$ cat src/logic/eic_pkg.sv
// package: register offsets, bit positions, reset values and synchronised pin count for the extended irq block
package eic_pkg;
    // special-function register offsets on the core's internal bus
    localparam logic [7:0] EIC_FLAGS_ADDR = 8'h91;
    localparam logic [7:0] EIC_CTRL_ADDR  = 8'hd8;
    localparam logic [7:0] EIC_EN_ADDR    = 8'he8;
    localparam logic [7:0] EIC_PRI_ADDR   = 8'hf8;
    // flag register bit positions
    localparam int EIC_F_EXT5 = 7;
    localparam int EIC_F_EXT4 = 6;
    localparam int EIC_F_TWI  = 5;
    localparam int EIC_F_USB  = 4;
    // control register bit positions
    localparam int EIC_C_DBL  = 7;
    localparam int EIC_C_RENA = 5;
    localparam int EIC_C_RES  = 4;
    localparam int EIC_C_EXT6 = 3;
    // enable and priority bit positions (same layout in both)
    localparam int EIC_S_EXT6 = 4;
    localparam int EIC_S_EXT5 = 3;
    localparam int EIC_S_EXT4 = 2;
    localparam int EIC_S_TWI  = 1;
    localparam int EIC_S_USB  = 0;
    // fixed read values of reserved bits and masks of live bits
    localparam logic [7:0] EIC_FLAGS_FIXED = 8'h08;
    localparam logic [7:0] EIC_FLAGS_LIVE  = 8'hf0;
    localparam logic [7:0] EIC_CTRL_FIXED  = 8'h40;
    localparam logic [7:0] EIC_CTRL_LIVE   = 8'hb8;
    localparam logic [7:0] EIC_SRC_FIXED   = 8'he0;
    localparam logic [7:0] EIC_SRC_LIVE    = 8'h1f;
    // reset values of the live bits
    localparam logic [7:0] EIC_RST_VAL     = 8'h00;
    // number of pins sampled through the synchroniser
    localparam int EIC_NUM_PINS = 4;
endpackage

$ cat src/logic/eic_pins_if.sv
// interface: rise and fall edge strobes between edge detector and core logic
`timescale 1ns/1ps
interface eic_pins_if;
    logic [3:0] rise; // one-cycle rising-edge strobes: ext6, ext5, ext4, wake
    logic [3:0] fall; // one-cycle falling-edge strobes
    modport det (output rise, output fall);
    modport use_ (input rise, input fall);
endinterface

$ cat src/logic/eic_edge_det.sv
// module: two-flop synchronisers and edge detectors for the asynchronous interrupt pins
`timescale 1ns/1ps
module eic_edge_det #(
    parameter int N = 4
) (
    input  wire logic         sys_clk, // processor clock
    input  wire logic         rst,     // async reset, active high
    input  wire logic [N-1:0] pins,    // raw pin levels
    eic_pins_if.det           edges    // edge strobes out
);
    import eic_pkg::*;

    logic [N-1:0] sync1;
    logic [N-1:0] sync2;
    logic [N-1:0] prev;
    logic [N-1:0] next_sync1;
    logic [N-1:0] next_sync2;
    logic [N-1:0] next_prev;

    // elaboration check: the interface carries four rise and four fall strobes
    generate
        if (N != EIC_NUM_PINS) begin : g_bad_n
            $error("eic_edge_det: pin count must match interface");
        end
    endgenerate

    // sync1 feeds only sync2; edges are taken between sync2 and prev
    always_comb begin
        next_sync1 = pins;
        next_sync2 = sync1;
        next_prev  = sync2;
    end

    // pins idle low after reset so a pin already high yields one rise; accepted
    always_ff @(posedge sys_clk or posedge rst) begin
        if (rst) begin
            sync1 <= '0;
            sync2 <= '0;
            prev  <= '0;
        end else begin
            sync1 <= next_sync1;
            sync2 <= next_sync2;
            prev  <= next_prev;
        end
    end

    // a rise and a fall strobe per bit
    genvar g;
    generate
        for (g = 0; g < N; g++) begin : g_edge
            assign edges.rise[g] = sync2[g] & ~prev[g];
            assign edges.fall[g] = ~sync2[g] & prev[g];
        end
    endgenerate

    // strobes must trail the raw pin by exactly the two sync stages
    a_rise_one_cycle: assert property (@(posedge sys_clk) disable iff (rst)
        edges.rise[0] |=> !edges.rise[0]) else $error("rise strobe longer than a cycle");
    a_rise_follows_pin: assert property (@(posedge sys_clk) disable iff (rst)
        $rose(pins[0]) |-> ##2 edges.rise[0]) else $error("wake rise strobe missing");
    a_fall_follows_pin: assert property (@(posedge sys_clk) disable iff (rst)
        $fell(pins[2]) |-> ##2 edges.fall[2]) else $error("ext5 fall strobe missing");
endmodule // eic_edge_det

$ cat src/logic/eic_top.sv
// module: extended interrupt flags, enables and priorities behind four special-function registers
// Operation
// - ext5 pin falling edge sets its flag
// - ext4 pin rising edge sets its flag
// - two-wire controller request sets its flag
// - usb interface request sets its flag
// - flags sticky; only software zero clears
// - software writing one raises enabled request
// - reserved bits read fixed ones or zeros
// - doubler bit doubles serial port 1 rate
// - resume enable gates the resume request
// - wake rise or usb resume sets flag
// - resume flag left set reasserts request
// - ext6 pin rising edge sets its flag
// - enable register holds one bit per source except resume
// - priority register selects high or low
// - sources occupy remapped slots, no clock
// - global gate masks all except resume
`timescale 1ns/1ps
module eic_top (
    input  wire logic       sys_clk,            // processor clock, 25 MHz
    input  wire logic       rst,                // async reset, active high
    input  wire logic [7:0] sfr_addr,           // special-function register address
    input  wire logic       sfr_wr,             // write strobe, one cycle
    input  wire logic [7:0] sfr_wdata,          // write data
    input  wire logic       sfr_rd,             // read strobe, one cycle
    output logic      [7:0] sfr_rdata,          // read data, registered
    output logic            sfr_hit,            // address maps to this block, registered
    input  wire logic       global_irq_gate,    // global enable bit from the core
    input  wire logic       ext4_pin,           // external-4 pin, active rising
    input  wire logic       ext5_pin,           // external-5 pin, active falling
    input  wire logic       ext6_pin,           // external-6 pin, active rising
    input  wire logic       wake_pin,           // wakeup pin, active rising
    input  wire logic       usb_irq_req,        // usb interface request pulse, same clock
    input  wire logic       two_wire_irq_req,   // two-wire controller request pulse, same clock
    input  wire logic       usb_resume_evt,     // usb resumed from suspend pulse, same clock
    output logic            uart1_baud_doubler, // serial port 1 runs double rate
    output logic            resume_irq_req,     // resume request, highest level
    output logic            usb_irq_req_out,    // request in the external-2 slot
    output logic            two_wire_irq_out,   // request in the external-3 slot
    output logic            ext4_irq_req,       // external-4 request
    output logic            ext5_irq_req,       // external-5 request
    output logic            ext6_irq_req,       // request in the watchdog slot
    output logic      [4:0] src_high_pri        // per source high priority, enable layout
);
    import eic_pkg::*;

    eic_pins_if pins_bus ();

    // pins: ext6=3, ext5=2, ext4=1, wake=0
    eic_edge_det #(
        .N(EIC_NUM_PINS)
    ) u_edge (
        .sys_clk (sys_clk),
        .rst     (rst),
        .pins    ({ext6_pin, ext5_pin, ext4_pin, wake_pin}),
        .edges   (pins_bus.det)
    );

    logic       ext5_edge_flag;
    logic       ext4_edge_flag;
    logic       two_wire_irq_flag;
    logic       usb_irq_flag;
    logic       resume_flag;
    logic       ext6_flag;
    logic       resume_irq_enable;
    logic [4:0] ext_irq_enables;
    logic [4:0] ext_irq_priorities;
    logic       next_uart1_baud_doubler;
    logic       next_ext5_edge_flag;
    logic       next_ext4_edge_flag;
    logic       next_two_wire_irq_flag;
    logic       next_usb_irq_flag;
    logic       next_resume_flag;
    logic       next_ext6_flag;
    logic       next_resume_irq_enable;
    logic [4:0] next_ext_irq_enables;
    logic [4:0] next_ext_irq_priorities;
    logic [7:0] next_sfr_rdata;
    logic       next_sfr_hit;
    logic       wr_flags;
    logic       wr_ctrl;
    logic       wr_en;
    logic       wr_pri;
    logic       set_ext5;
    logic       set_ext4;
    logic       set_ext6;
    logic       set_res;

    // hardware set events
    assign set_ext5 = pins_bus.fall[2];
    assign set_ext4 = pins_bus.rise[1];
    assign set_ext6 = pins_bus.rise[3];
    assign set_res  = pins_bus.rise[0] | usb_resume_evt;

    // write decode
    assign wr_flags = sfr_wr && (sfr_addr == EIC_FLAGS_ADDR);
    assign wr_ctrl  = sfr_wr && (sfr_addr == EIC_CTRL_ADDR);
    assign wr_en    = sfr_wr && (sfr_addr == EIC_EN_ADDR);
    assign wr_pri   = sfr_wr && (sfr_addr == EIC_PRI_ADDR);

    // flag next values: software write stores the bit, hardware set then ORs on top so it wins
    always_comb begin
        next_ext5_edge_flag    = ext5_edge_flag;
        next_ext4_edge_flag    = ext4_edge_flag;
        next_two_wire_irq_flag = two_wire_irq_flag;
        next_usb_irq_flag      = usb_irq_flag;
        next_resume_flag       = resume_flag;
        next_ext6_flag         = ext6_flag;
        if (wr_flags) begin
            // a written one sets the flag just like an event
            next_ext5_edge_flag    = sfr_wdata[EIC_F_EXT5];
            next_ext4_edge_flag    = sfr_wdata[EIC_F_EXT4];
            next_two_wire_irq_flag = sfr_wdata[EIC_F_TWI];
            next_usb_irq_flag      = sfr_wdata[EIC_F_USB];
        end
        if (wr_ctrl) begin
            next_resume_flag = sfr_wdata[EIC_C_RES];
            next_ext6_flag   = sfr_wdata[EIC_C_EXT6];
        end
        next_ext5_edge_flag    = next_ext5_edge_flag | set_ext5;
        next_ext4_edge_flag    = next_ext4_edge_flag | set_ext4;
        next_two_wire_irq_flag = next_two_wire_irq_flag | two_wire_irq_req;
        next_usb_irq_flag      = next_usb_irq_flag | usb_irq_req;
        next_resume_flag       = next_resume_flag | set_res;
        next_ext6_flag         = next_ext6_flag | set_ext6;
    end

    // control, enable and priority next values
    always_comb begin
        next_uart1_baud_doubler = uart1_baud_doubler;
        next_resume_irq_enable  = resume_irq_enable;
        next_ext_irq_enables    = ext_irq_enables;
        next_ext_irq_priorities = ext_irq_priorities;
        if (wr_ctrl) begin
            next_uart1_baud_doubler = sfr_wdata[EIC_C_DBL];
            next_resume_irq_enable  = sfr_wdata[EIC_C_RENA];
        end
        if (wr_en) begin
            next_ext_irq_enables = sfr_wdata[4:0];
        end
        if (wr_pri) begin
            next_ext_irq_priorities = sfr_wdata[4:0];
        end
    end

    // read mux: reserved bits forced to fixed values, unmapped address reads zero
    always_comb begin
        next_sfr_rdata = sfr_rdata;
        next_sfr_hit   = 1'b0;
        if (sfr_rd) begin
            next_sfr_hit = 1'b1;
            unique case (sfr_addr)
                EIC_FLAGS_ADDR: next_sfr_rdata = EIC_FLAGS_FIXED | (EIC_FLAGS_LIVE &
                    {ext5_edge_flag, ext4_edge_flag, two_wire_irq_flag, usb_irq_flag,
                     4'h0});
                EIC_CTRL_ADDR:  next_sfr_rdata = EIC_CTRL_FIXED | (EIC_CTRL_LIVE &
                    {uart1_baud_doubler, 1'b0, resume_irq_enable, resume_flag,
                     ext6_flag, 3'h0});
                EIC_EN_ADDR:    next_sfr_rdata = EIC_SRC_FIXED | {3'h0, ext_irq_enables};
                EIC_PRI_ADDR:   next_sfr_rdata = EIC_SRC_FIXED | {3'h0, ext_irq_priorities};
                default: begin
                    next_sfr_rdata = 8'h00;
                    next_sfr_hit   = 1'b0;
                end
            endcase
        end
    end

    // all state registers
    always_ff @(posedge sys_clk or posedge rst) begin
        if (rst) begin
            ext5_edge_flag     <= 1'b0;
            ext4_edge_flag     <= 1'b0;
            two_wire_irq_flag  <= 1'b0;
            usb_irq_flag       <= 1'b0;
            resume_flag        <= 1'b0;
            ext6_flag          <= 1'b0;
            uart1_baud_doubler <= 1'b0;
            resume_irq_enable  <= 1'b0;
            ext_irq_enables    <= EIC_RST_VAL[4:0];
            ext_irq_priorities <= EIC_RST_VAL[4:0];
            sfr_rdata          <= EIC_RST_VAL;
            sfr_hit            <= 1'b0;
        end else begin
            ext5_edge_flag     <= next_ext5_edge_flag;
            ext4_edge_flag     <= next_ext4_edge_flag;
            two_wire_irq_flag  <= next_two_wire_irq_flag;
            usb_irq_flag       <= next_usb_irq_flag;
            resume_flag        <= next_resume_flag;
            ext6_flag          <= next_ext6_flag;
            uart1_baud_doubler <= next_uart1_baud_doubler;
            resume_irq_enable  <= next_resume_irq_enable;
            ext_irq_enables    <= next_ext_irq_enables;
            ext_irq_priorities <= next_ext_irq_priorities;
            sfr_rdata          <= next_sfr_rdata;
            sfr_hit            <= next_sfr_hit;
        end
    end

    // requests are levels from the sticky flags, so an uncleared flag re-requests at once
    assign resume_irq_req   = resume_flag & resume_irq_enable;
    assign usb_irq_req_out  = global_irq_gate & usb_irq_flag &
                              ext_irq_enables[EIC_S_USB];
    assign two_wire_irq_out = global_irq_gate & two_wire_irq_flag &
                              ext_irq_enables[EIC_S_TWI];
    assign ext4_irq_req     = global_irq_gate & ext4_edge_flag &
                              ext_irq_enables[EIC_S_EXT4];
    assign ext5_irq_req     = global_irq_gate & ext5_edge_flag &
                              ext_irq_enables[EIC_S_EXT5];
    assign ext6_irq_req     = global_irq_gate & ext_irq_enables[EIC_S_EXT6] & ext6_flag;
    // the core ranks levels; resume is always highest and has no bit here
    assign src_high_pri     = ext_irq_priorities;

    // checks; pin paths allow two sync flops, the edge and the flag register
    a_ext5_fall_set: assert property (@(posedge sys_clk) disable iff (rst)
        $fell(ext5_pin) |-> ##3 ext5_edge_flag) else $error("ext5 fall did not set flag");
    a_ext4_rise_set: assert property (@(posedge sys_clk) disable iff (rst)
        $rose(ext4_pin) |-> ##3 ext4_edge_flag) else $error("ext4 rise did not set flag");
    a_twi_req_set: assert property (@(posedge sys_clk) disable iff (rst)
        two_wire_irq_req |=> two_wire_irq_flag) else $error("two-wire flag not set");
    a_usb_req_set: assert property (@(posedge sys_clk) disable iff (rst)
        usb_irq_req |=> usb_irq_flag) else $error("usb flag not set");
    a_flag_sticky: assert property (@(posedge sys_clk) disable iff (rst)
        usb_irq_flag && !wr_flags |=> usb_irq_flag) else $error("usb flag dropped by itself");
    a_soft_set_req: assert property (@(posedge sys_clk) disable iff (rst)
        wr_flags && sfr_wdata[EIC_F_USB] && ext_irq_enables[EIC_S_USB] && !wr_en
        ##1 global_irq_gate |-> usb_irq_req_out) else $error("software set gave no request");
    a_flags_rsvd: assert property (@(posedge sys_clk) disable iff (rst)
        $past(sfr_rd) && $past(sfr_addr) == EIC_FLAGS_ADDR |-> sfr_rdata[3:0] == 4'h8)
        else $error("flag reserved bits wrong");
    a_en_rsvd: assert property (@(posedge sys_clk) disable iff (rst)
        $past(sfr_rd) && $past(sfr_addr) == EIC_EN_ADDR |-> sfr_rdata[7:5] == 3'h7)
        else $error("enable reserved bits wrong");
    a_doubler_wr: assert property (@(posedge sys_clk) disable iff (rst)
        wr_ctrl |=> uart1_baud_doubler == $past(sfr_wdata[EIC_C_DBL]))
        else $error("doubler not stored");
    a_resume_gate: assert property (@(posedge sys_clk) disable iff (rst)
        !resume_irq_enable |-> !resume_irq_req) else $error("resume not gated");
    a_wake_set: assert property (@(posedge sys_clk) disable iff (rst)
        $rose(wake_pin) |-> ##3 resume_flag) else $error("wake rise did not set resume");
    a_ext6_set: assert property (@(posedge sys_clk) disable iff (rst)
        $rose(ext6_pin) |-> ##3 ext6_flag) else $error("ext6 rise did not set flag");
    a_gate_masks: assert property (@(posedge sys_clk) disable iff (rst)
        !global_irq_gate |-> !(usb_irq_req_out | two_wire_irq_out | ext4_irq_req |
        ext5_irq_req | ext6_irq_req)) else $error("global gate leaked");
    a_set_beats_clr: assert property (@(posedge sys_clk) disable iff (rst)
        wr_flags && !sfr_wdata[EIC_F_USB] && usb_irq_req |=> usb_irq_flag)
        else $error("clear beat hardware set");
endmodule // eic_top

$ cat config.mk
export PLATFORM = sky130hd
export DESIGN_NAME = eic_top
export DESIGN_NICKNAME = d
export VERILOG_FILES = /design/src/logic/eic_pkg.sv /design/src/logic/eic_pins_if.sv /design/src/logic/eic_edge_det.sv /design/src/logic/eic_top.sv
export SDC_FILE = /design/constraint.sdc
export NUM_CORES = 1
export LEC_CHECK = 0
export ABC_AREA = 1
export BUFFER_PORTS_ARGS = -buffer_cell sky130_fd_sc_hd__buf_2
export CORE_ASPECT_RATIO = 1.1
export CORE_MARGIN = 5
export CORE_UTILIZATION = 46
export CTS_CLUSTER_DIAMETER = 100
export DETAILED_ROUTE_END_ITERATION = 6
export PLACE_DENSITY_LB_ADDON = 0.2
export SYNTH_ARGS = -nofsm -noshare
export SYNTH_HDL_FRONTEND = slang
export SYNTH_SLANG_ARGS = --single-unit
$ cat constraint.sdc
create_clock -name sys_clk -period 1.2 [get_ports sys_clk]
set_clock_uncertainty 0.15 [all_clocks]
set_input_delay 0.12 -clock sys_clk [delete_from_list [all_inputs] [get_ports sys_clk]]
set_output_delay 0.12 -clock sys_clk [all_outputs]
set_load 0.03 [all_outputs]
==> reports/qor.txt <==
met3 layer wire length in the routed design: 278 um
number of flops mapped to enable cells by yosys: 0
Final min period: 1.361 ns
number of vias per cell: 4.758
async set-reset flop share out of synthesis: 100.0%
IO Port Bufs: 48
Period Utilization, post-route: 113.4%
Top-Level Pins: 49
first-iteration detailed-routing DRC count: 81
biggest area consumer among synthesized cells: sky130_fd_sc_hd__dfrtp_1
critical path data arrival time: 1.09 ns
via total after detailed routing: 1594
classification of the worst-slack hold path: in2reg
CTS tree: done
total wirelength of the detailed-routed design: 4313 um
fraction of the yosys area taken by sequential cells: 54.20%
Final ANT Viol Nets: 0
weighted congestion reported at the end of routability-driven placement: 0.8698
ordered cell list for the critical path: inv_2 > nor3_2 > buf_4
maximum capacitance violations: 0
detailed-routed wire length on met2: 2082 um
biggest cell delay along the critical path: 0.37 ns
number of buffers added by the clock tree synthesis step: 5
combined global-route utilization of all metal layers: 18.52%
Most used DFF post-synth: sky130_fd_sc_hd__dfrtp_1
clock transition at the register clock pins on the worst setup and hold paths after CTS: 0.08 ns
summed negative setup slack over all endpoints: -0.4330 ns
number of antenna violations at the first check in global routing: 0
area share of the largest cell type after synthesis: 54.20%
startpoint-to-endpoint class of the critical path: reg2out
site row count: 23
Max-Slew Margin vs Limit: 80.20%
largest net degree at the start of global routing: 40
FF+latch count, synth: 39
setup-violating endpoint count in the final report: 6
share of post-route cells with drive strength above 1: 40.70%
HPWL reported at the end of detailed placement: 3048 um
highest achievable clock rate: 734.9 MHz
via count of the first global-routing pass: 1695
Top Metal Used: met4
sink count of the clock tree: 39
outcome: finished, violations left
Longest Clk Path Bufs: 2
Post-Synthesis Cells: 196
Post-Syn Area per Cell: 9.186 um2
DRT Pass-1 Iters: 4
chip height: 75.62 um
Slowest cell on crit path: sky130_fd_sc_hd__dfrtp_1
Mapped Nets: 224
leading post-synthesis cells by instance count: sky130_fd_sc_hd__nand2_1 (62), sky130_fd_sc_hd__dfrtp_1 (39), sky130_fd_sc_hd__inv_1 (17), sky130_fd_sc_hd__o21ai_1 (17), sky130_fd_sc_hd__nand3_1 (16)
static leakage power: 1.416 nW
post-route worst setup slack: -0.1607 ns
die area: 5267 um2
total standard cell area after synthesis: 1800 um2
required time reported for the critical path endpoint: 0.93 ns
remaining global-route overflow: 0
source-to-sink clock delay at the later pin of the worst-skew pair: 0.29 ns
top cells by area, synth: sky130_fd_sc_hd__dfrtp_1 (54%), sky130_fd_sc_hd__nand2_1 (13%), sky130_fd_sc_hd__o21ai_1 (4.7%), sky130_fd_sc_hd__nand3_1 (4.4%), sky130_fd_sc_hd__nor2_4 (3.8%)
cell with the most instances after synthesis: sky130_fd_sc_hd__nand2_1
Initial Util: 48.50%
H-Tree Depth: 2
synth warn: 0
setup repair after global routing missed its margin: yes
startpoint type of the worst setup path: register
worst vdd ir: 0.9574 mV
worst-margin pin slew: 0.2966 ns
nature of the critical path endpoint: primary output
wire length of the first global-routing pass: 7603 um
clock tree root driver cell: sky130_fd_sc_hd__clkbuf_8
number of nets in the final layout: 312
routed wirelength normalized by instance count: 12.87 um
die outline width: 69.65 um
biggest fanout along the worst timing path: 2
Final Hold Vio Count: 0
worst slack at placement: -0.05325 ns
total core area: 3712 um2
Post-route DRC: 0
antenna cells: 0
P per Cell Area: 1044 nW/um2
violated checks: negative setup slack
number of distinct library cell variants in the gate-level netlist after synthesis: 22
Max Slew Vio Count: 0
area delta synth->final: 41.90%
routed length on met1: 1882 um
## flip-flops by register name, indices dropped and copies added (netlist names), 4 cells and up
signal	count
sfr_rdata	8
ext_irq_enables	5
u_edge.prev	4
u_edge.next_prev	4
u_edge.next_sync2	4
src_high_pri	5
## routing by layer
metal	up-vias	global-route usage, %
li1	801	-
met1	738	22.53
met2	46	31.99
met3	9	5.409
met4	0	6.809
met5	-	0
## cell families (layout without fill, tap and decap cells)
group	Yosys count	after routing	share of synthesized area, %
flip-flops	39	39	54.20
AO/OA/AOI/OAI	27	27	8.548
AND/OR/NAND/NOR	105	105	30.99
buffers and inverters	25	114	6.254
## cell type report
cell class	count	area (um2)
inverter	23	90.09
tap	50	62.56
clock inverter	3	23.77
fill	295	1157
sequential	39	975.9
timing repair buffer	83	591.8
clock buffer	5	68.82
multi-input combinational	132	742.0
## what timing repair did
item / in CTS / in global routing
resized for setup: 13 / 12
hold buffers: 17 / 0
setup endpoints to repair: 6 / 13
buffers inserted: 12 / 2
hold endpoints to repair: 65 / 0
pin swaps: 4 / 7
## critical path: cells and delay by family, from the launching register on
kind | cells | cell delay [ns]
buffers and inverters | 2 | 0.25
AND/OR/NAND/NOR | 1 | 0.18
flip-flops | 1 | 0.37
## cell usage in the layout (no fill, tap or decap), drive strengths merged
master	synthesis	layout
nor2	14	14
buf	2	64
nor3	3	3
nand2	70	70
o21ai	19	19
nand3	18	18
o211ai	3	3
dfrtp	39	39
a31oi	1	1
a22oi	1	1
inv	23	23
clkinvlp	0	3
a21oi	3	3
clkbuf	0	7
dlygate4sd3	0	17
## metrics by stage
stage	total power [mW]	hold WS [ns]	std cells	cell area, um2	util [%]
floorplan	1.596	0.001430	196	1815	-
global placement	1.711	0.03646	297	2142	57.70
detailed placement	1.714	0.03589	297	2142	57.70
CTS	2.694	0.06436	334	2514	67.71
global route	2.804	0.07048	335	2555	68.82
finish	2.668	0.07296	335	2555	68.82
## worst paths after layout
path,from,endpoint,slack (ns),cells past startpoint
setup / recovery,ext4_edge_flag$_DFF_PP0_,ext4_irq_req,-0.16,3
hold / removal,sfr_wr,uart1_baud_doubler$_DFFE_PP0N_,0.07,4
setup reg to reg,usb_irq_flag$_DFF_PP0_,sfr_rdata[4]$_DFFE_PP0P_,0.09,5
hold reg to reg,u_edge.next_sync2[1]$_DFF_PP0_,u_edge.next_prev[1]$_DFF_PP0_,0.20,0
max in group asynchronous,rst,sfr_rdata[0]$_DFFE_PP0P_,0.44,4
min in group asynchronous,rst,src_high_pri[1]$_DFFE_PP0P_,0.26,4
## where the power goes
part / leakage (nW) / internal, mW / switching, mW / total [mW]
clock: 0.0408 / 0.415 / 0.486 / 0.901
sequential: 0.469 / 1.36 / 0.0234 / 1.38
combinational: 0.906 / 0.161 / 0.221 / 0.382
No activity file was read; power rests on OpenSTA's default activity.
